===== src/pwc_defines.vh =====
// Register map, field positions, reset values and response codes for pwc_csr_bank.
// Assumes inclusion by bare name; definitions only.
`ifndef PWC_DEFINES_VH
`define PWC_DEFINES_VH

// ------------------------------------------------------------
// Register byte offsets
// ------------------------------------------------------------
`define PWC_OFF_CMD        8'h88
`define PWC_OFF_PERF       8'h8c
`define PWC_OFF_POWER_MGMT_CTRL_STATUS      8'h90
`define PWC_OFF_CFGCMD     8'h94

// ------------------------------------------------------------
// Command register fields
// ------------------------------------------------------------
`define PWC_CMD_PM_BIT     19
`define PWC_CMD_WOL_BIT    18
`define PWC_CMD_RWP_BIT    6
`define PWC_CMD_PAUSE_BIT  5
`define PWC_CMD_RTE_BIT    4
`define PWC_CMD_DRT_HI     3
`define PWC_CMD_DRT_LO     2
`define PWC_CMD_SWI_BIT    1
`define PWC_CMD_UR_BIT     0
`define PWC_DRT_RESET      2'h1
`define PWC_DRT_32B        2'h0
`define PWC_DRT_64B        2'h1
`define PWC_DRT_SAF        2'h2

// ------------------------------------------------------------
// Performance counter fields
// ------------------------------------------------------------
`define PWC_PERF_LAT_HI    31
`define PWC_PERF_LAT_LO    16
`define PWC_PERF_DW_HI     7
`define PWC_PERF_DW_LO     0

// ------------------------------------------------------------
// Power management control/status fields
// ------------------------------------------------------------
`define PWC_PM_WAKE_EVENT_FLAG_BIT    15
`define PWC_PM_PMEEN_BIT   8
`define PWC_PM_POWER_STATE_FIELD_HI     1
`define PWC_PM_POWER_STATE_FIELD_LO     0
`define PWC_PM_DATA_SCALE_FIELD       2'h0
`define PWC_PM_DATA_SELECT_FIELD        4'h0

// ------------------------------------------------------------
// Config command word fields
// ------------------------------------------------------------
`define PWC_CFG_CAPMIR_BIT 20
`define PWC_CAP_PTR_PM     8'h44

// ------------------------------------------------------------
// AXI responses
// ------------------------------------------------------------
`define PWC_RESP_OKAY      2'h0
`define PWC_RESP_SLVERR    2'h2

`endif


===== src/pwc_csr_bank.v =====
// Command, bus performance and power management registers with sleep/wake logic.
// Assumes an AXI4-Lite master on clk_sys; event inputs are pulses on clk_sys.
`include "pwc_defines.vh"
`default_nettype none

// Behaviour
// - Capability pointer zero when capability disabled
// - Mirror capability enable into config bit 20
// - PM mode wakes on magic, unicast, multicast
// - Setting wake mode enters sleep state
// - Sleep holds until wake, clear, reset
// - Wake mode accepts only magic frames
// - Pointer reset write restarts pattern pointer
// - Pause loaded from negotiation, software overridable
// - Threshold disabled means fixed 64 bytes
// - Drain field codes, resets to 01
// - Auto underrun recovery enable, resets 0
// - Latency tally adds read request clocks
// - Dword tally counts bus master dwords
// - Tallies read-only, cleared by reading
// - Wake flag sets regardless of enable
// - Write one clears flag, drops PME
// - PME only while wake signal enabled
// - Data scale and select read zero
// - Power state codes; unsupported writes discarded
module pwc_csr_bank #(
  parameter [3:0] PWR_SUPPORT = 4'hf
) (
  // Clock and reset
  input  wire        clk_sys,
  input  wire        srst,
  // AXI4-Lite write address
  input  wire [7:0]  s_axi_awaddr,
  input  wire        s_axi_awvalid,
  output reg         s_axi_awready,
  // AXI4-Lite write data
  input  wire [31:0] s_axi_wdata,
  input  wire [3:0]  s_axi_wstrb,
  input  wire        s_axi_wvalid,
  output reg         s_axi_wready,
  // AXI4-Lite write response
  output reg  [1:0]  s_axi_bresp,
  output reg         s_axi_bvalid,
  input  wire        s_axi_bready,
  // AXI4-Lite read address
  input  wire [7:0]  s_axi_araddr,
  input  wire        s_axi_arvalid,
  output reg         s_axi_arready,
  // AXI4-Lite read data
  output reg  [31:0] s_axi_rdata,
  output reg  [1:0]  s_axi_rresp,
  output reg         s_axi_rvalid,
  input  wire        s_axi_rready,
  // Straps and link status
  input  wire        pm_strap,
  input  wire        wol_strap,
  input  wire        aneg_done,
  input  wire        aneg_pause,
  // Frame match pulses
  input  wire        frame_magic,
  input  wire        frame_unicast,
  input  wire        frame_multicast,
  // Bus master activity
  input  wire        bm_read_busy,
  input  wire        bm_dword,
  // Controls out
  output reg         cap_ptr_zero,
  output reg  [7:0]  cap_ptr,
  output reg         sleep_state,
  output reg         wake_ptr_reset,
  output reg         pause_enable,
  output reg  [1:0]  rx_threshold_sel,
  output reg         rx_store_forward,
  output reg         software_interrupt_request,
  output reg         auto_underrun_recovery,
  output reg         pme_n
);

  // ------------------------------------------------------------
  // Input synchronisers
  // ------------------------------------------------------------
  // Straps and negotiation lines arrive asynchronously
  reg [1:0] pm_s_r, wol_s_r, an_s_r, ap_s_r;
  reg       an_d_r;
  reg       strap_done_r;

  always @(posedge clk_sys) begin
    pm_s_r <= {pm_s_r[0], pm_strap};
    wol_s_r <= {wol_s_r[0], wol_strap};
    an_s_r <= {an_s_r[0], aneg_done};
    ap_s_r <= {ap_s_r[0], aneg_pause};
  end

  // ------------------------------------------------------------
  // Register state
  // ------------------------------------------------------------
  reg        pm_capability_enable_r;
  reg        lan_wake_mode_enable_r;
  reg        rx_threshold_enable_r;
  reg [1:0]  rx_drain_threshold_r;
  reg        pause_r;
  reg        swi_r;
  reg        ur_r;
  reg [15:0] read_latency_tally_r;
  reg [7:0]  dword_transfer_tally_r;
  reg        wake_event_flag_r;
  reg        wake_signal_enable_r;
  reg [1:0]  power_state_field_r;
  reg        asleep_r;

  // ------------------------------------------------------------
  // AXI handshake
  // ------------------------------------------------------------
  // Address and data held until both have arrived
  reg        aw_hold_r, w_hold_r;
  reg [7:0]  aw_addr_r;
  reg [31:0] w_data_r;
  reg [3:0]  w_strb_r;

  wire aw_take = s_axi_awvalid & s_axi_awready;
  wire w_take  = s_axi_wvalid & s_axi_wready;
  wire wr_go   = aw_hold_r & w_hold_r & ~s_axi_bvalid;
  wire rd_go   = s_axi_arvalid & s_axi_arready;

  // ------------------------------------------------------------
  // Address decode
  // ------------------------------------------------------------
  // Exact word match; offsets are word aligned
  function reg_hit;
    input [7:0] a;
    input [7:0] off;
    begin
      reg_hit = (a == off);
    end
  endfunction

  // Unmapped offsets answer with an error response
  function mapped;
    input [7:0] a;
    begin
      mapped = reg_hit(a, `PWC_OFF_CMD) | reg_hit(a, `PWC_OFF_PERF) |
               reg_hit(a, `PWC_OFF_POWER_MGMT_CTRL_STATUS) | reg_hit(a, `PWC_OFF_CFGCMD);
    end
  endfunction

  // Register writes land as the response is raised
  wire wr_cmd  = wr_go & reg_hit(aw_addr_r, `PWC_OFF_CMD);
  wire wr_pm   = wr_go & reg_hit(aw_addr_r, `PWC_OFF_POWER_MGMT_CTRL_STATUS);
  // Reading the tallies clears them in the same cycle
  wire rd_perf = rd_go & reg_hit(s_axi_araddr, `PWC_OFF_PERF);

  always @(posedge clk_sys) begin
    if (srst) begin
      s_axi_awready <= 1'b0;
      s_axi_wready <= 1'b0;
      s_axi_bvalid <= 1'b0;
      s_axi_bresp <= `PWC_RESP_OKAY;
      aw_hold_r <= 1'b0;
      w_hold_r <= 1'b0;
      aw_addr_r <= 8'h00;
      w_data_r <= 32'h0000_0000;
      w_strb_r <= 4'h0;
    end else begin
      s_axi_awready <= ~aw_hold_r & ~aw_take & ~s_axi_bvalid;
      s_axi_wready <= ~w_hold_r & ~w_take & ~s_axi_bvalid;
      if (aw_take) begin
        aw_hold_r <= 1'b1;
        aw_addr_r <= s_axi_awaddr;
      end
      if (w_take) begin
        w_hold_r <= 1'b1;
        w_data_r <= s_axi_wdata;
        w_strb_r <= s_axi_wstrb;
      end
      if (wr_go) begin
        aw_hold_r <= 1'b0;
        w_hold_r <= 1'b0;
        s_axi_bvalid <= 1'b1;
        s_axi_bresp <= mapped(aw_addr_r) ? `PWC_RESP_OKAY : `PWC_RESP_SLVERR;
      end else if (s_axi_bvalid & s_axi_bready) begin
        s_axi_bvalid <= 1'b0;
      end
    end
  end

  // Byte lanes for writes
  wire wb0 = w_strb_r[0];
  wire wb1 = w_strb_r[1];
  wire wb2 = w_strb_r[2];

  // ------------------------------------------------------------
  // Read path
  // ------------------------------------------------------------
  // Unmapped offsets read as zero
  reg [31:0] rd_nxt;

  always @* begin
    rd_nxt = 32'h0000_0000;
    case (s_axi_araddr)
      `PWC_OFF_CMD: begin
        rd_nxt[`PWC_CMD_PM_BIT] = pm_capability_enable_r;
        rd_nxt[`PWC_CMD_WOL_BIT] = lan_wake_mode_enable_r;
        rd_nxt[`PWC_CMD_PAUSE_BIT] = pause_r;
        rd_nxt[`PWC_CMD_RTE_BIT] = rx_threshold_enable_r;
        rd_nxt[`PWC_CMD_DRT_HI:`PWC_CMD_DRT_LO] = rx_drain_threshold_r;
        rd_nxt[`PWC_CMD_SWI_BIT] = swi_r;
        rd_nxt[`PWC_CMD_UR_BIT] = ur_r;
      end
      `PWC_OFF_PERF: begin
        rd_nxt[`PWC_PERF_LAT_HI:`PWC_PERF_LAT_LO] = read_latency_tally_r;
        rd_nxt[`PWC_PERF_DW_HI:`PWC_PERF_DW_LO] = dword_transfer_tally_r;
      end
      `PWC_OFF_POWER_MGMT_CTRL_STATUS: begin
        rd_nxt[`PWC_PM_WAKE_EVENT_FLAG_BIT] = wake_event_flag_r;
        rd_nxt[14:13] = `PWC_PM_DATA_SCALE_FIELD;
        rd_nxt[12:9] = `PWC_PM_DATA_SELECT_FIELD;
        rd_nxt[`PWC_PM_PMEEN_BIT] = wake_signal_enable_r;
        rd_nxt[`PWC_PM_POWER_STATE_FIELD_HI:`PWC_PM_POWER_STATE_FIELD_LO] = power_state_field_r;
      end
      `PWC_OFF_CFGCMD: begin
        rd_nxt[`PWC_CFG_CAPMIR_BIT] = pm_capability_enable_r;
      end
      default: begin
        rd_nxt = 32'h0000_0000;
      end
    endcase
  end

  always @(posedge clk_sys) begin
    if (srst) begin
      s_axi_arready <= 1'b0;
      s_axi_rvalid <= 1'b0;
      s_axi_rdata <= 32'h0000_0000;
      s_axi_rresp <= `PWC_RESP_OKAY;
    end else begin
      s_axi_arready <= ~s_axi_rvalid & ~rd_go;
      if (rd_go) begin
        s_axi_rvalid <= 1'b1;
        s_axi_rdata <= rd_nxt;
        s_axi_rresp <= mapped(s_axi_araddr) ? `PWC_RESP_OKAY : `PWC_RESP_SLVERR;
      end else if (s_axi_rvalid & s_axi_rready) begin
        s_axi_rvalid <= 1'b0;
      end
    end
  end

  // ------------------------------------------------------------
  // Wake detection
  // ------------------------------------------------------------
  // Any frame class reported by the matcher
  wire frame_any = frame_magic | frame_unicast | frame_multicast;
  // Wake mode narrows wake frames to magic ones only
  wire wake_hit = lan_wake_mode_enable_r ? frame_magic :
                  (pm_capability_enable_r & frame_any);
  // Outside wake mode a wake frame counts without sleeping first
  wire wake_ok  = wake_hit & (asleep_r | ~lan_wake_mode_enable_r);
  // Only a 0 to 1 write of the mode bit enters sleep
  wire wol_wr   = wr_cmd & wb2;
  wire wol_set  = wol_wr & w_data_r[`PWC_CMD_WOL_BIT] & ~lan_wake_mode_enable_r;

  // ------------------------------------------------------------
  // Command register
  // ------------------------------------------------------------
  always @(posedge clk_sys) begin
    if (srst) begin
      strap_done_r <= 1'b0;
      pm_capability_enable_r <= 1'b0;
      lan_wake_mode_enable_r <= 1'b0;
      rx_threshold_enable_r <= 1'b0;
      rx_drain_threshold_r <= `PWC_DRT_RESET;
      pause_r <= 1'b0;
      swi_r <= 1'b0;
      ur_r <= 1'b0;
      an_d_r <= 1'b0;
      asleep_r <= 1'b0;
      wake_ptr_reset <= 1'b0;
    end else begin
      an_d_r <= an_s_r[1];
      strap_done_r <= 1'b1;
      // Straps sampled once, after the synchroniser settles
      if (~strap_done_r) begin
        pm_capability_enable_r <= pm_s_r[1];
        lan_wake_mode_enable_r <= wol_s_r[1];
      end
      // Negotiation edge loads pause; a software write overrides
      if (an_s_r[1] & ~an_d_r)
        pause_r <= ap_s_r[1];
      wake_ptr_reset <= wr_cmd & wb0 & w_data_r[`PWC_CMD_RWP_BIT];
      if (wr_cmd & wb0) begin
        pause_r <= w_data_r[`PWC_CMD_PAUSE_BIT];
        rx_threshold_enable_r <= w_data_r[`PWC_CMD_RTE_BIT];
        rx_drain_threshold_r <= w_data_r[`PWC_CMD_DRT_HI:`PWC_CMD_DRT_LO];
        swi_r <= w_data_r[`PWC_CMD_SWI_BIT];
        ur_r <= w_data_r[`PWC_CMD_UR_BIT];
      end
      if (wol_wr & strap_done_r)
        lan_wake_mode_enable_r <= w_data_r[`PWC_CMD_WOL_BIT];
      if (wol_set)
        asleep_r <= 1'b1;
      else if ((wol_wr & ~w_data_r[`PWC_CMD_WOL_BIT]) | (asleep_r & wake_hit))
        asleep_r <= 1'b0;
    end
  end

  // ------------------------------------------------------------
  // Performance tallies
  // ------------------------------------------------------------
  // Tallies wrap; a read restarts from this cycle's activity
  always @(posedge clk_sys) begin
    if (srst) begin
      read_latency_tally_r <= 16'h0000;
      dword_transfer_tally_r <= 8'h00;
    end else if (rd_perf) begin
      read_latency_tally_r <= {15'h0000, bm_read_busy};
      dword_transfer_tally_r <= {7'h00, bm_dword};
    end else begin
      read_latency_tally_r <= read_latency_tally_r + {15'h0000, bm_read_busy};
      dword_transfer_tally_r <= dword_transfer_tally_r + {7'h00, bm_dword};
    end
  end

  // ------------------------------------------------------------
  // Power management control/status
  // ------------------------------------------------------------
  wire [1:0] power_state_field_wr = w_data_r[`PWC_PM_POWER_STATE_FIELD_HI:`PWC_PM_POWER_STATE_FIELD_LO];
  wire wake_event_flag_clr = wr_pm & wb1 & w_data_r[`PWC_PM_WAKE_EVENT_FLAG_BIT];

  always @(posedge clk_sys) begin
    if (srst) begin
      wake_event_flag_r <= 1'b0;
      wake_signal_enable_r <= 1'b0;
      power_state_field_r <= 2'h0;
    end else begin
      // Set wins over a clear in the same cycle
      if (wake_ok)
        wake_event_flag_r <= 1'b1;
      else if (wake_event_flag_clr)
        wake_event_flag_r <= 1'b0;
      if (wr_pm & wb1)
        wake_signal_enable_r <= w_data_r[`PWC_PM_PMEEN_BIT];
      if (wr_pm & wb0 & PWR_SUPPORT[power_state_field_wr])
        power_state_field_r <= power_state_field_wr;
    end
  end

  // ------------------------------------------------------------
  // Registered outputs
  // ------------------------------------------------------------
  always @(posedge clk_sys) begin
    if (srst) begin
      cap_ptr_zero <= 1'b1;
      cap_ptr <= 8'h00;
      sleep_state <= 1'b0;
      pause_enable <= 1'b0;
      rx_threshold_sel <= `PWC_DRT_64B;
      rx_store_forward <= 1'b0;
      software_interrupt_request <= 1'b0;
      auto_underrun_recovery <= 1'b0;
      pme_n <= 1'b1;
    end else begin
      cap_ptr_zero <= ~pm_capability_enable_r;
      cap_ptr <= pm_capability_enable_r ? `PWC_CAP_PTR_PM : 8'h00;
      sleep_state <= asleep_r;
      pause_enable <= pause_r;
      // Fixed 64 byte threshold while selection is off
      rx_threshold_sel <= rx_threshold_enable_r ? rx_drain_threshold_r : `PWC_DRT_64B;
      rx_store_forward <= rx_threshold_enable_r & (rx_drain_threshold_r == `PWC_DRT_SAF);
      software_interrupt_request <= swi_r;
      auto_underrun_recovery <= ur_r;
      pme_n <= ~(wake_event_flag_r & wake_signal_enable_r);
    end
  end

endmodule

`default_nettype wire


===== config.mk =====
export PLATFORM = sky130hd
export DESIGN_NAME = pwc_csr_bank
export DESIGN_NICKNAME = d
export VERILOG_FILES = /design/src/pwc_csr_bank.v
export VERILOG_INCLUDE_DIRS = /design/src
export SDC_FILE = /design/constraint.sdc
export NUM_CORES = 1
export LEC_CHECK = 0
export ABC_AREA = 1
export BUFFER_PORTS_ARGS = -buffer_cell sky130_fd_sc_hd__buf_2
export CAP_MARGIN = 20
export CORE_MARGIN = 5
export CORE_UTILIZATION = 35
export DETAILED_ROUTE_END_ITERATION = 12
export PLACE_DENSITY = 0.64
export SLEW_MARGIN = 20
export SYNTH_ARGS = -nofsm -noshare
export SYNTH_HDL_FRONTEND = slang
export SYNTH_SLANG_ARGS = --single-unit

===== constraint.sdc =====
create_clock -name clk_sys -period 1.4 [get_ports clk_sys]
set_clock_uncertainty 0.15 [all_clocks]
set_input_delay 0.14 -clock clk_sys [delete_from_list [all_inputs] [get_ports clk_sys]]
set_output_delay 0.14 -clock clk_sys [all_outputs]
set_load 0.05 [all_outputs]

After elaboration in Yosys (flattened, before gate mapping)
Index checks and enable logic that the tools add are counted.

Register bits after elaboration: 138. Latch bits: 0. Bits in writable memories: 0. Memory bits (read-only): 0. Input bits: 68. Output and inout port bits: 59. Word-level logic and storage cells: 149. Memories kept: 0.

$add $sub $neg: 2. $mul: 0. Div/mod/pow operators: 0. Magnitude comparators: 1. Equality and inequality tests: 10. Shift operators: 0. Muxes and demuxes: 29. Bitwise gates (word level): 55. Reduce and logical (&&, ||, !) cells: 8.

Operators with widths (count): 8-bit equality test (second input constant) (8); 1-bit bitwise AND (32); 1-bit 2-to-1 mux (17); 16-bit by 1-bit adder with 16-bit output (1); 1-bit inverter (13); 11-bit 2-to-1 mux (1); 1-bit OR (10); 2-bit nonzero test (5); 8-bit by 1-bit adder with 8-bit output (1); 2-bit 2-to-1 mux (4); 8-bit 2-to-1 mux (1); 4-bit one-hot mux with 2 select lines (1); 7-bit 2-to-1 mux (1); 2-bit one-hot mux with 3 select lines (1); 2-bit OR reduction (3); 2-bit one-hot mux with 2 select lines (1); 2-bit by 3-bit less-than comparator with 1-bit output (second input constant) (1); 1-bit binary-select mux with 2-bit select (1); 2-bit equality test (second input constant) (1); 2-bit by 1-bit inequality test with 1-bit output (second input constant) (1); 1-bit one-hot mux with 2 select lines (1).

Logic depth before layout (Yosys ltp)
Gate-level depths: netlist (run 1).

Depth after elaboration: 8. Gate-level depth with buffers: 9. Mapped depth without buffers: 9.

Worst setup path before layout (run 1)
OpenSTA, ideal clock, no wires.

Path kind: register -> register. Start point: register s_axi_arready. End point: register read_latency_tally_r[4]. Library setup time: 0.119 ns. Arrival: 1.361 ns. Required time: 1.131 ns. Path slack: -0.230 ns. Stages on the path, launching flop included: 7. Path buffers: 1. Period minus slack after synthesis: 1.630 ns. Cell sequence: dfxtp_1 > nand2_1 > inv_1 > nand3_4 > nand2_2 > buf_2 > nor3b_1.

Longest elaborated chain between the ends: 3.

RTL lines: start, declared (line pwc_csr_bank.v:48) `output reg s_axi_arready,`; start signal, assigned (line pwc_csr_bank.v:236) `s_axi_arready <= ~s_axi_rvalid & ~rd_go;`; 1-bit bitwise AND (line pwc_csr_bank.v:123) `wire rd_go = s_axi_arvalid & s_axi_arready;`; 1-bit bitwise AND (line pwc_csr_bank.v:150) `` wire rd_perf = rd_go & reg_hit(s_axi_araddr, `PWC_OFF_PERF); ``; 2-bit OR reduction (no line); end signal, assigned (line pwc_csr_bank.v:314) `read_latency_tally_r <= {15'h0000, bm_read_busy};`; end signal, assigned (line pwc_csr_bank.v:317) `read_latency_tally_r <= read_latency_tally_r + {15'h0000, bm_read_busy};`; end, declared (line pwc_csr_bank.v:104) `reg [15:0] read_latency_tally_r;`.

No other way between the ends. A chain may end at the register's enable or synchronous reset.

Worst setup path after layout (run 1)
Start point: register read_latency_tally_r[0]. End point: register read_latency_tally_r[10].

Longest elaborated chain between the ends: 1.

RTL lines (line): 16-bit by 1-bit adder with 16-bit output (pwc_csr_bank.v:317).

No other way between the ends.

==> summary.txt, run 1 <==
Setup path
  – Reg2reg start: read_latency_tally_r[0]$_SDFF_PP0_
  – Crit path DAT: 1.79 ns
  – Crit path launch: read_latency_tally_r[0]$_SDFF_PP0_
  – Crit end category: register
  – Required time of the critical path: 1.58 ns
  – CP cell instances: ha_4 > ha_4 > nand3_4 > nor2_4 > nand3_2 > or2_0 > a21oi_1
  – CP dominant cell by count: ha_4
  – FF-to-FF setup slack: -0.21 ns
  – Setup Crit Path Kind: reg2reg
  – Worst-path maximum fanout: 4
  – Worst R2R Path Depth: 7
  – Worst flop-to-flop path endpoint: read_latency_tally_r[10]$_SDFF_PP0_
  – Slowest CP cell: dfxtp_2
  – Critical Path Max Stage Delay: 0.35 ns
  – CP Launch Type: register
  – CP endpoint: read_latency_tally_r[10]$_SDFF_PP0_

Synth
  – Adder-cell share of the synthesized area: 1.12%
  – XOR/XNOR share of the synthesized area: 2.75%
  – Top cell type's share of synthesized area: 51.2%
  – Sequential area share after synthesis: 51.2%
  – Largest family of logic cells by synthesized area: simple AND/OR/NAND/NOR gates
  – Synth Instances: 562
  – Number of synthesized flops with an enable pin: 0
  – Top FF cell, synth: dfxtp_1
  – Synth Area in Compound Gates: 9.85%
  – Top-count cell post-synth: dfxtp_1
  – Post-synth cell types: 36
  – Flops & latches, synth: 114
  – Most frequent cells after synthesis: 114 x dfxtp_1, 105 x nand2_1, 85 x nor2_1, 43 x inv_1, 42 x a21oi_1
  – Syn. warnings: 0
  – Synth top area cells: dfxtp_1 51%, nand2_1 8.8%, nor2_1 7.2%
  – Post-synthesis mux area share: 0%
  – Avg Inst Size Synth: 7.93 µm²
  – Synth Area in Simple Gates: 26.3%
  – Post-synth ARST share: 0%
  – Post-Syn Area: 4460 µm²
  – Cell taking the most area after synthesis: dfxtp_1

Detailed routing
  – TritonRoute pass-1 iters: 5
  – Total wire length: 11800 µm
  – Antenna Nets Post-Route: 0
  – Drt initial violations: 215
  – Avg WL per Cell: 13.0 µm
  – Routed vias: 4154
  – DRC: 0
  – Vias per cell: 4.57

Clock tree
  – Clock Path Buffers: 2
  – CTS tree: done
  – Total clock sinks: 114
  – CTS Buf Count: 17
  – Htree depth: 4
  – Root Driver: clkbuf_16
  – Clock transition at path regs: 0.05 ns
  – Clock latency on the worst-skew pair: 0.40 ns

Layout
  – Syn-to-layout area delta: 45.9%
  – Multi-input gate area: 2050 µm²
  – Ant diodes: 0
  – Fillers: 1182
  – FF+latch area: 2300 µm²
  – Core Util, Final: 51.7%
  – Layout cell share with drive strength beyond 1: 30.4%
  – Layout Cells excl Fill: 909
  – Final-stage net count: 796

Outcome
  – Failing checks: negative setup slack
  – Outcome: finished, violations left

GRT
  – Gr usage total: 16.0%
  – Initial antenna violation count: 0
  – Vias in the first global route: 3988
  – First-pass GRT wire length: 18800 µm
  – Largest net degree at the start of global routing: 46
  – Total grt overflow: 0

Pwr
  – Cell Pwr Density: 1290 nW/µm²
  – Pwr Total: 8.39 mW
  – Peak supply drop: 0.812 mV
  – LEAKAGE: 2.75 nW

Timing
  – Final Cycle Share: 115%
  – Max Slew Vio Count: 0
  – Final worst setup slack: -0.206 ns
  – Final count of negative-setup-slack endpoints: 10
  – RSZ-0062 raised after global routing: true
  – Final hold vios: 0
  – Min Tclk post-route: 1.61 ns
  – Highest clock rate: 623 MHz

Die
  – Die W: 123 µm
  – # rows: 41
  – Die area: 15100 µm²
  – Die extent in y: 123 µm
  – I/O pin count: 127
  – Core area: 12600 µm²
  – Starting Density: 35.5%

Hold path
  – Hold Crit Start: frame_magic
  – Hold WC Path Type: in2reg

Run
  – Max-Cap Viols: 0

Placed design
  – Post-DP HPWL: 7860 µm
  – GPL Wtd Cong: 0.813
  – Post-place setup slack: -0.156 ns
  – Placed cell count: 836
  – PortBufs: 89
==> per-stage QoR <==
stage	hold WS [ns]	cell area (µm²)	TNS, ns
floorplan	0.0177	4550	-0.0636
global placement	0.0928	5320	-0.210
detailed placement	0.0939	5320	-0.554
CTS	0.00413	6320	-0.702
global route	0.0394	6500	-1.83
finish	0.0321	6500	-1.09
==> cell usage in the layout (no fill, tap or decap), types with 5 or more instances in the layout <==
cell type / instances
conb_1: 14
nand3_4: 5
inv_1: 39
nor2_4: 6
buf_4: 36
nor3_1: 9
buf_6: 6
nand3_1: 22
nand4_1: 15
xor2_1: 6
dfxtp_2: 8
dlygate4sd3_1: 30
nor2_2: 7
nand2_1: 103
a31oi_1: 7
nor2_1: 80
clkbuf_16: 17
nand3_2: 5
buf_2: 90
xnor2_1: 5
dfxtp_1: 104
o21ai_0: 27
a21oi_1: 41
==> cells by family (layout without fill, tap and decap cells) <==
| family | after synthesis | in the layout |
|---|---|---|
| AND/OR/NAND/NOR | 264 | 264 |
| other | 1 | 14 |
| AO/OA/AOI/OAI | 84 | 84 |
| buffers and inverters | 81 | 243 |
| flip-flops | 114 | 114 |
| adder cells (fa/ha/maj) | 4 | 4 |
| XOR/XNOR | 14 | 14 |
==> what timing repair did <==
item	CTS	global route
setup endpoints to repair	11	33
gates cloned	0	1
hold buffers	30	0
buffers inserted	6	5
resized for setup	14	38
hold endpoints to repair	30	0
pin swaps	10	17
==> layout make-up <==
cell class / count / area share (%)
multi-input cells: 380 / 31.5
clock inverters: 12 / 2.02
repair buffers: 166 / 18.0
clock buffers: 20 / 7.18
flip-flops and latches: 114 / 35.4
well taps: 172 / 3.31
inverters: 45 / 2.66
==> critical path: cells and delay by family (launching register included) <==
family	cells	cell delay, ns
AND/OR/NAND/NOR	4	0.58
adder cells (fa/ha/maj)	2	0.29
flip-flops	1	0.35
AO/OA/AOI/OAI	1	0.15
==> power breakdown <==
part / switching, mW / leakage (nW) / total (mW) / internal [mW]
clock: 1.50 / 0.284 / 4.26 / 2.76
combinational: 0.433 / 1.53 / 0.706 / 0.273
sequential: 0.0738 / 0.933 / 3.43 / 3.35
==> worst min-delay path by stage <==
| stage | end | slack [ns] | cells past startpoint |
|---|---|---|---|
| after floorplan | an_s_r[0]$_DFF_P_ | 0.02 | 0 |
| after global placement | an_s_r[0]$_DFF_P_ | 0.09 | 1 |
| after detailed placement | ap_s_r[0]$_DFF_P_ | 0.09 | 1 |
| after CTS | dword_transfer_tally_r[0]$_SDFF_PP0_ | 0.004 | 4 |
| after global routing | dword_transfer_tally_r[0]$_SDFF_PP0_ | 0.04 | 4 |
| final | wake_event_flag_r$_SDFFE_PP0P_ | 0.03 | 5 |
==> flip-flops by register name (all words and copies together) (netlist names), 2 cells and up <==
signal and count:
w_data_r 10, rx_threshold_sel 2, wol_s_r 2, w_strb_r 3, s_axi_rdata 26, read_latency_tally_r 16
dword_transfer_tally_r 8, power_state_field_r 2, pm_s_r 2, an_s_r 2, rx_drain_threshold_r 2, ap_s_r 2
aw_addr_r 8
==> metal layers <==
metal	wire, µm	share of wire [%]	up-vias	GRT usage, %
met1	5150	43	1901	19.3
met5	0	0	-	0
li1	-	-	2122	-
met2	5870	50	109	26.5
met3	530	4.5	22	4.29
met4	295	2.5	0	7.21
Power figures use the tool's default switching activity.
==> run 2, diff against run 1 <==
CTS_BUF_LIST = sky130_fd_sc_hd__clkbuf_8   (was not set)
==> run 2 against run 1 <==
Largest cell class unchanged. Final area decreased by 1.3%. First-iteration DRC count unchanged. Critical path depth did not move. Hold slack worse by 0.016 ns. Sequential share of layout area is 0.44 points higher. Die area did not move. Cell count increased by 0.66%. Count of clock-buffer cells in the layout stayed put. Global-route usage down 0.50 points. The flow still finishes with violations (negative setup slack). Sequential power barely moved. Largest power group is now registers.
==> summary.txt, run 2 (synthesized netlist as in run 1, its figures left out) <==
Timing
  – Hold Slack: 0.0157 ns
  – Highest clock rate: 622 MHz
  – RSZ-0062 raised after global routing: true
  – Min Tclk post-route: 1.61 ns
  – Max Slew Vio Count: 0
  – Final worst setup slack: -0.207 ns
  – Final hold vios: 0
  – Final count of negative-setup-slack endpoints: 14
  – Final Cycle Share: 115%

Layout
  – Max reg flops: 26
  – Commonest cells after routing, fill and taps aside: 105 x dfxtp_1, 100 x nand2_1, 86 x buf_2
  – Final-stage net count: 802
  – Layout Cells excl Fill: 915
  – Largest registers: s_axi_rdata (26), read_latency_tally_r (16), w_data_r (10)
  – Layout cell share with drive strength beyond 1: 31.2%
  – Ant diodes: 0
  – FF+latch area: 2300 µm²
  – Reg with most FFs: s_axi_rdata
  – Most common cell after layout, fill and taps aside: dfxtp_1
  – Fillers: 1175
  – Syn-to-layout area delta: 44.0%
  – Multi-input gate area: 2050 µm²
  – Design Area, Final: 6420 µm²

Setup path
  – CP Launch Type: register
  – Crit end category: register
  – Crit path DAT: 1.80 ns
  – Worst-path maximum fanout: 4
  – Setup Crit Path Kind: reg2reg
  – Worst R2R Path Depth: 7
  – Required time of the critical path: 1.60 ns

Die
  – # rows: 41
  – Die area: 15100 µm²
  – I/O pin count: 127
  – Die W: 123 µm
  – Die extent in y: 123 µm
  – Starting Density: 35.5%
  – Core area: 12600 µm²

Pwr
  – Sequential power share: 47.5%
  – Clock share of power: 42.5%
  – Net Switching: 1.85 mW
  – Net Sw Frac: 25.7%
  – Cell Pwr Density: 1120 nW/µm²
  – Internal: 5.35 mW
  – LEAKAGE: 2.67 nW
  – Pwr Total: 7.20 mW
  – Comb power frac: 10.0%
  – Peak supply drop: 0.514 mV

Run
  – Max-Cap Viols: 0

Detailed routing
  – Vias per cell: 4.52
  – DRC: 0
  – Drt initial violations: 215
  – Total wire length: 11900 µm
  – TritonRoute pass-1 iters: 4
  – Antenna Nets Post-Route: 0
  – Routed vias: 4140
  – Avg WL per Cell: 13.0 µm

Clock tree
  – CTS Buf Count: 17
  – Clock transition at path regs: 0.07 ns
  – Root Driver: clkbuf_8
  – Clock Path Buffers: 2
  – Total clock sinks: 114
  – CTS tree: done
  – Clock latency on the worst-skew pair: 0.42 ns
  – Htree depth: 4

Placed design
  – PortBufs: 89
  – Post-DP HPWL: 7860 µm
  – DP Area: 5320 µm²
  – Post-place setup slack: -0.156 ns
  – GPL Wtd Cong: 0.813
  – Placed cell count: 836

Outcome
  – Failing checks: negative setup slack
  – Outcome: finished, violations left

GRT
  – Initial antenna violation count: 0
  – First-pass GRT wire length: 18200 µm
  – Total grt overflow: 0
  – Vias in the first global route: 3937
  – Gr usage total: 15.4%
  – Largest net degree at the start of global routing: 46

Hold path
  – Worst hold stages: 4
  – Hold WC Path Type: in2reg
-- run 2: timing repair --
| action | 4_1_cts | 5_1_grt |
|---|---|---|
| gates resized for setup | 4 | 60 |
| hold endpoints to repair | 31 | 2 |
| setup buffers | 2 | 12 |
| pin swaps | 1 | 27 |
| setup endpoints to repair | 9 | 61 |
| hold buffers | 31 | 2 |
| gates cloned | 0 | 3 |
-- run 2: path summary, 6_finish.rpt --
path                                                          from                                   end  slack (ns)
worst min-delay path                                      bm_dword  dword_transfer_tally_r[0]$_SDFF_PP0_        0.02
worst max register to register  read_latency_tally_r[0]$_SDFF_PP0_   read_latency_tally_r[10]$_SDFF_PP0_       -0.21
worst min register to register                   ap_s_r[0]$_DFF_P_                     ap_s_r[1]$_DFF_P_        0.18
worst max-delay path            read_latency_tally_r[0]$_SDFF_PP0_   read_latency_tally_r[10]$_SDFF_PP0_       -0.21
-- run 2: critical path, stage by stage, from the launching register on --
cell	delay [ns]
dfxtp_2	0.35
ha_4	0.14
ha_4	0.14
nand3_4	0.09
nor2_4	0.19
nand3_4	0.11
or2_0	0.21
a21oi_1	0.14
-- run 2: metal layers --
layer / GRT usage [%] / vias to the layer above / wire length [µm]
met1: 19.0 / 1880 / 5200
met3: 4.01 / 20 / 544
met5: 0 / - / 0
met4: 8.19 / 0 / 292
met2: 24.8 / 108 / 5880
li1: - / 2132 / -
-- run 2: area by class of cell --
type                            count  share of cell area (%)
Inverter                           45                    2.75
Timing Repair Buffer              172                    19.8
Multi-Input combinational cell    380                    31.9
Clock buffer                       20                    4.29
Clock inverter                     12                    2.05
Sequential cell                   114                    35.8
Tap cell                          172                    3.35
-- run 2: power by group through the flow --
stage,Combinational [mW],Clock [mW],Sequential (mW)
CTS,0.677,3.14,3.41
global placement,0.593,0,3.48
finish,0.719,3.06,3.42
detailed placement,0.607,0,3.48
floorplan,0.382,0,3.53
global route,0.795,3.31,3.43
-- run 2: per-stage QoR --
stage	TNS, ns	util [%]
CTS	-0.590	48.3
detailed placement	-0.554	42.3
floorplan	-0.0636	-
global route	-2.53	51.1
global placement	-0.210	42.3
finish	-1.60	51.1
==> run 3, diff against run 2 <==
RECOVER_POWER = 25   (was not set)
==> run 3 against run 2 <==
The run still ends with negative setup slack left. Setup slack got worse by 0.0051 ns. Combinational power down 0.7%. Clock power hardly changed. Die area unchanged. Non-clock buffer count unchanged. Wire length grew 0.20%. Power about the same. Critical endpoint unchanged.
==> summary.txt, run 3 (synthesized netlist as in run 1, its figures left out) <==
Detailed routing
  – Met3 wire len: 505 µm
  – TritonRoute pass-1 iters: 4
  – Vias per cell: 4.54
  – Top sig layer: met4
  – Post-Route M1 WL: 5280 µm
  – Met2 wire length: 5880 µm
  – Antenna Nets Post-Route: 0
  – Routed vias: 4151
  – Drt initial violations: 216
  – Avg WL per Cell: 13.1 µm
  – Total wire length: 11900 µm
  – DRC: 0

Layout
  – Ant diodes: 0
  – Max reg flops: 26
  – Layout cell share with drive strength beyond 1: 30.8%
  – Final-stage net count: 802
  – Reg with most FFs: s_axi_rdata
  – Core Util, Final: 50.9%
  – Most common cell after layout, fill and taps aside: dfxtp_1
  – Commonest cells after routing, fill and taps aside: 106 x dfxtp_1, 100 x nand2_1, 85 x buf_2
  – Fillers: 1179
  – Largest registers: s_axi_rdata (26), read_latency_tally_r (16), w_data_r (10)
  – Syn-to-layout area delta: 43.6%

Timing
  – Max Slew Vio Count: 0
  – RSZ-0062 raised after global routing: true
  – Final hold vios: 0
  – Final count of negative-setup-slack endpoints: 14
  – Highest clock rate: 620 MHz
  – Final worst setup slack: -0.212 ns
  – Final Cycle Share: 115%
  – Min Tclk post-route: 1.61 ns
  – Slew @ Worst Pin: 0.928 ns
  – Setup TNS: -1.63 ns
  – Rel. slew slack: 38.1%
  – Hold Slack: 0.0136 ns

Pwr
  – Peak supply drop: 0.514 mV
  – Cell Pwr Density: 1130 nW/µm²
  – LEAKAGE: 2.66 nW

Outcome
  – Failing checks: negative setup slack
  – Outcome: finished, violations left

Setup path
  – Crit path launch: read_latency_tally_r[0]$_SDFF_PP0_
  – Required time of the critical path: 1.60 ns
  – Worst R2R Path Depth: 7
  – Critical Path Stages: 7
  – Crit path DAT: 1.81 ns
  – Crit end category: register
  – CP Launch Type: register
  – Worst path bufs/invs: 0
  – Critical Path Max Stage Delay: 0.35 ns
  – Slowest CP cell: dfxtp_2
  – Worst flop-to-flop path endpoint: read_latency_tally_r[10]$_SDFF_PP0_
  – Reg2reg start: read_latency_tally_r[0]$_SDFF_PP0_
  – FF-to-FF setup slack: -0.21 ns
  – CP endpoint: read_latency_tally_r[10]$_SDFF_PP0_
  – Setup Crit Path Kind: reg2reg
  – Crit-path leading delay family: simple AND/OR/NAND/NOR gates
  – Worst-path maximum fanout: 4
  – CP cell instances: ha_4 > ha_4 > nand3_4 > nor2_4 > nand3_4 > or2_0 > a21oi_1

Die
  – Die W: 123 µm
  – # rows: 41
  – Die area: 15100 µm²
  – Starting Density: 35.5%
  – I/O pin count: 127
  – Core area: 12600 µm²
  – Die extent in y: 123 µm

Placed design
  – GPL Wtd Cong: 0.813
  – Post-place setup slack: -0.156 ns
  – PortBufs: 89
  – Post-DP HPWL: 7860 µm

Clock tree
  – Clock transition at path regs: 0.07 ns
  – CTS tree: done
  – Root Driver: clkbuf_8
  – Clock latency on the worst-skew pair: 0.42 ns
  – Htree depth: 4
  – Total clock sinks: 114
  – CTS Buf Count: 17
  – Clock Path Buffers: 2

Run
  – Max-Cap Viols: 0

GRT
  – Total grt overflow: 0
  – Largest net degree at the start of global routing: 46
  – First-pass GRT wire length: 18200 µm
  – Gr usage total: 15.4%
  – Initial antenna violation count: 0
  – Vias in the first global route: 3937

Hold path
  – Hold WC Path Type: in2reg
[run 3: changes by cell type in the layout (fill, tap and decap cells not counted), sizes merged]
cell	previous run	this run
clkbuf	25	27
buf	135	133
[run 3: layout make-up]
type | count | area (µm²) | area share (%)
tap | 172 | 215 | 3.36
clock inverter | 12 | 131 | 2.05
multi-input combinational | 380 | 2050 | 32.0
inverter | 45 | 176 | 2.76
timing repair buffer | 172 | 1260 | 19.6
clock buffer | 20 | 275 | 4.30
sequential | 114 | 2300 | 35.9
[run 3: worst min path at each step]
stage / start / end / slack, ns / cells past startpoint
final: srst / rx_threshold_sel[1]$_SDFF_PP0_ / 0.01 / 4
after global routing: bm_dword / dword_transfer_tally_r[0]$_SDFF_PP0_ / 0.001 / 4
after CTS: bm_read_busy / read_latency_tally_r[0]$_SDFF_PP0_ / -0.17 / 3
after detailed placement: aneg_pause / ap_s_r[0]$_DFF_P_ / 0.09 / 1
after global placement: aneg_done / an_s_r[0]$_DFF_P_ / 0.09 / 1
after floorplan: aneg_done / an_s_r[0]$_DFF_P_ / 0.02 / 0
[run 3: where the power goes]
part	total, mW	internal (mW)	switching [mW]
Sequential	3.42	3.35	0.0750
Clock	3.06	1.72	1.34
Combinational	0.714	0.277	0.437
Total	7.20	5.35	1.85
[run 3: timing repair]
action / CTS / global route
setup buffers: 2 / 12
gates cloned: 0 / 3
endpoints found under the setup margin: 9 / 61
endpoints found under the hold margin: 31 / 2
pin swaps: 1 / 27
hold buffers: 31 / 2
gates resized for setup: 4 / 60
[run 3: layer usage]
metal	vias up	track usage [%]
met4	0	8.19
met3	18	4.01
met5	-	0
met1	1901	19.0
li1	2131	-
met2	101	24.8
[run 3: worst reg2reg max path, stage by stage, from the launching register on]
cell     delay (ns)
dfxtp_2        0.35
ha_4           0.14
ha_4           0.14
nand3_4        0.09
nor2_4         0.19
nand3_4        0.11
or2_0          0.21
a21oi_1        0.14
[run 3: metrics by stage]
| step | std cells | power [mW] | area [µm²] |
|---|---|---|---|
| after detailed placement | 836 | 4.09 | 5320 |
| after CTS | 901 | 7.23 | 6070 |
| final | 915 | 7.20 | 6400 |
| after floorplan | 575 | 3.91 | 4550 |
| after global routing | 915 | 7.53 | 6400 |
| after global placement | 836 | 4.07 | 5320 |
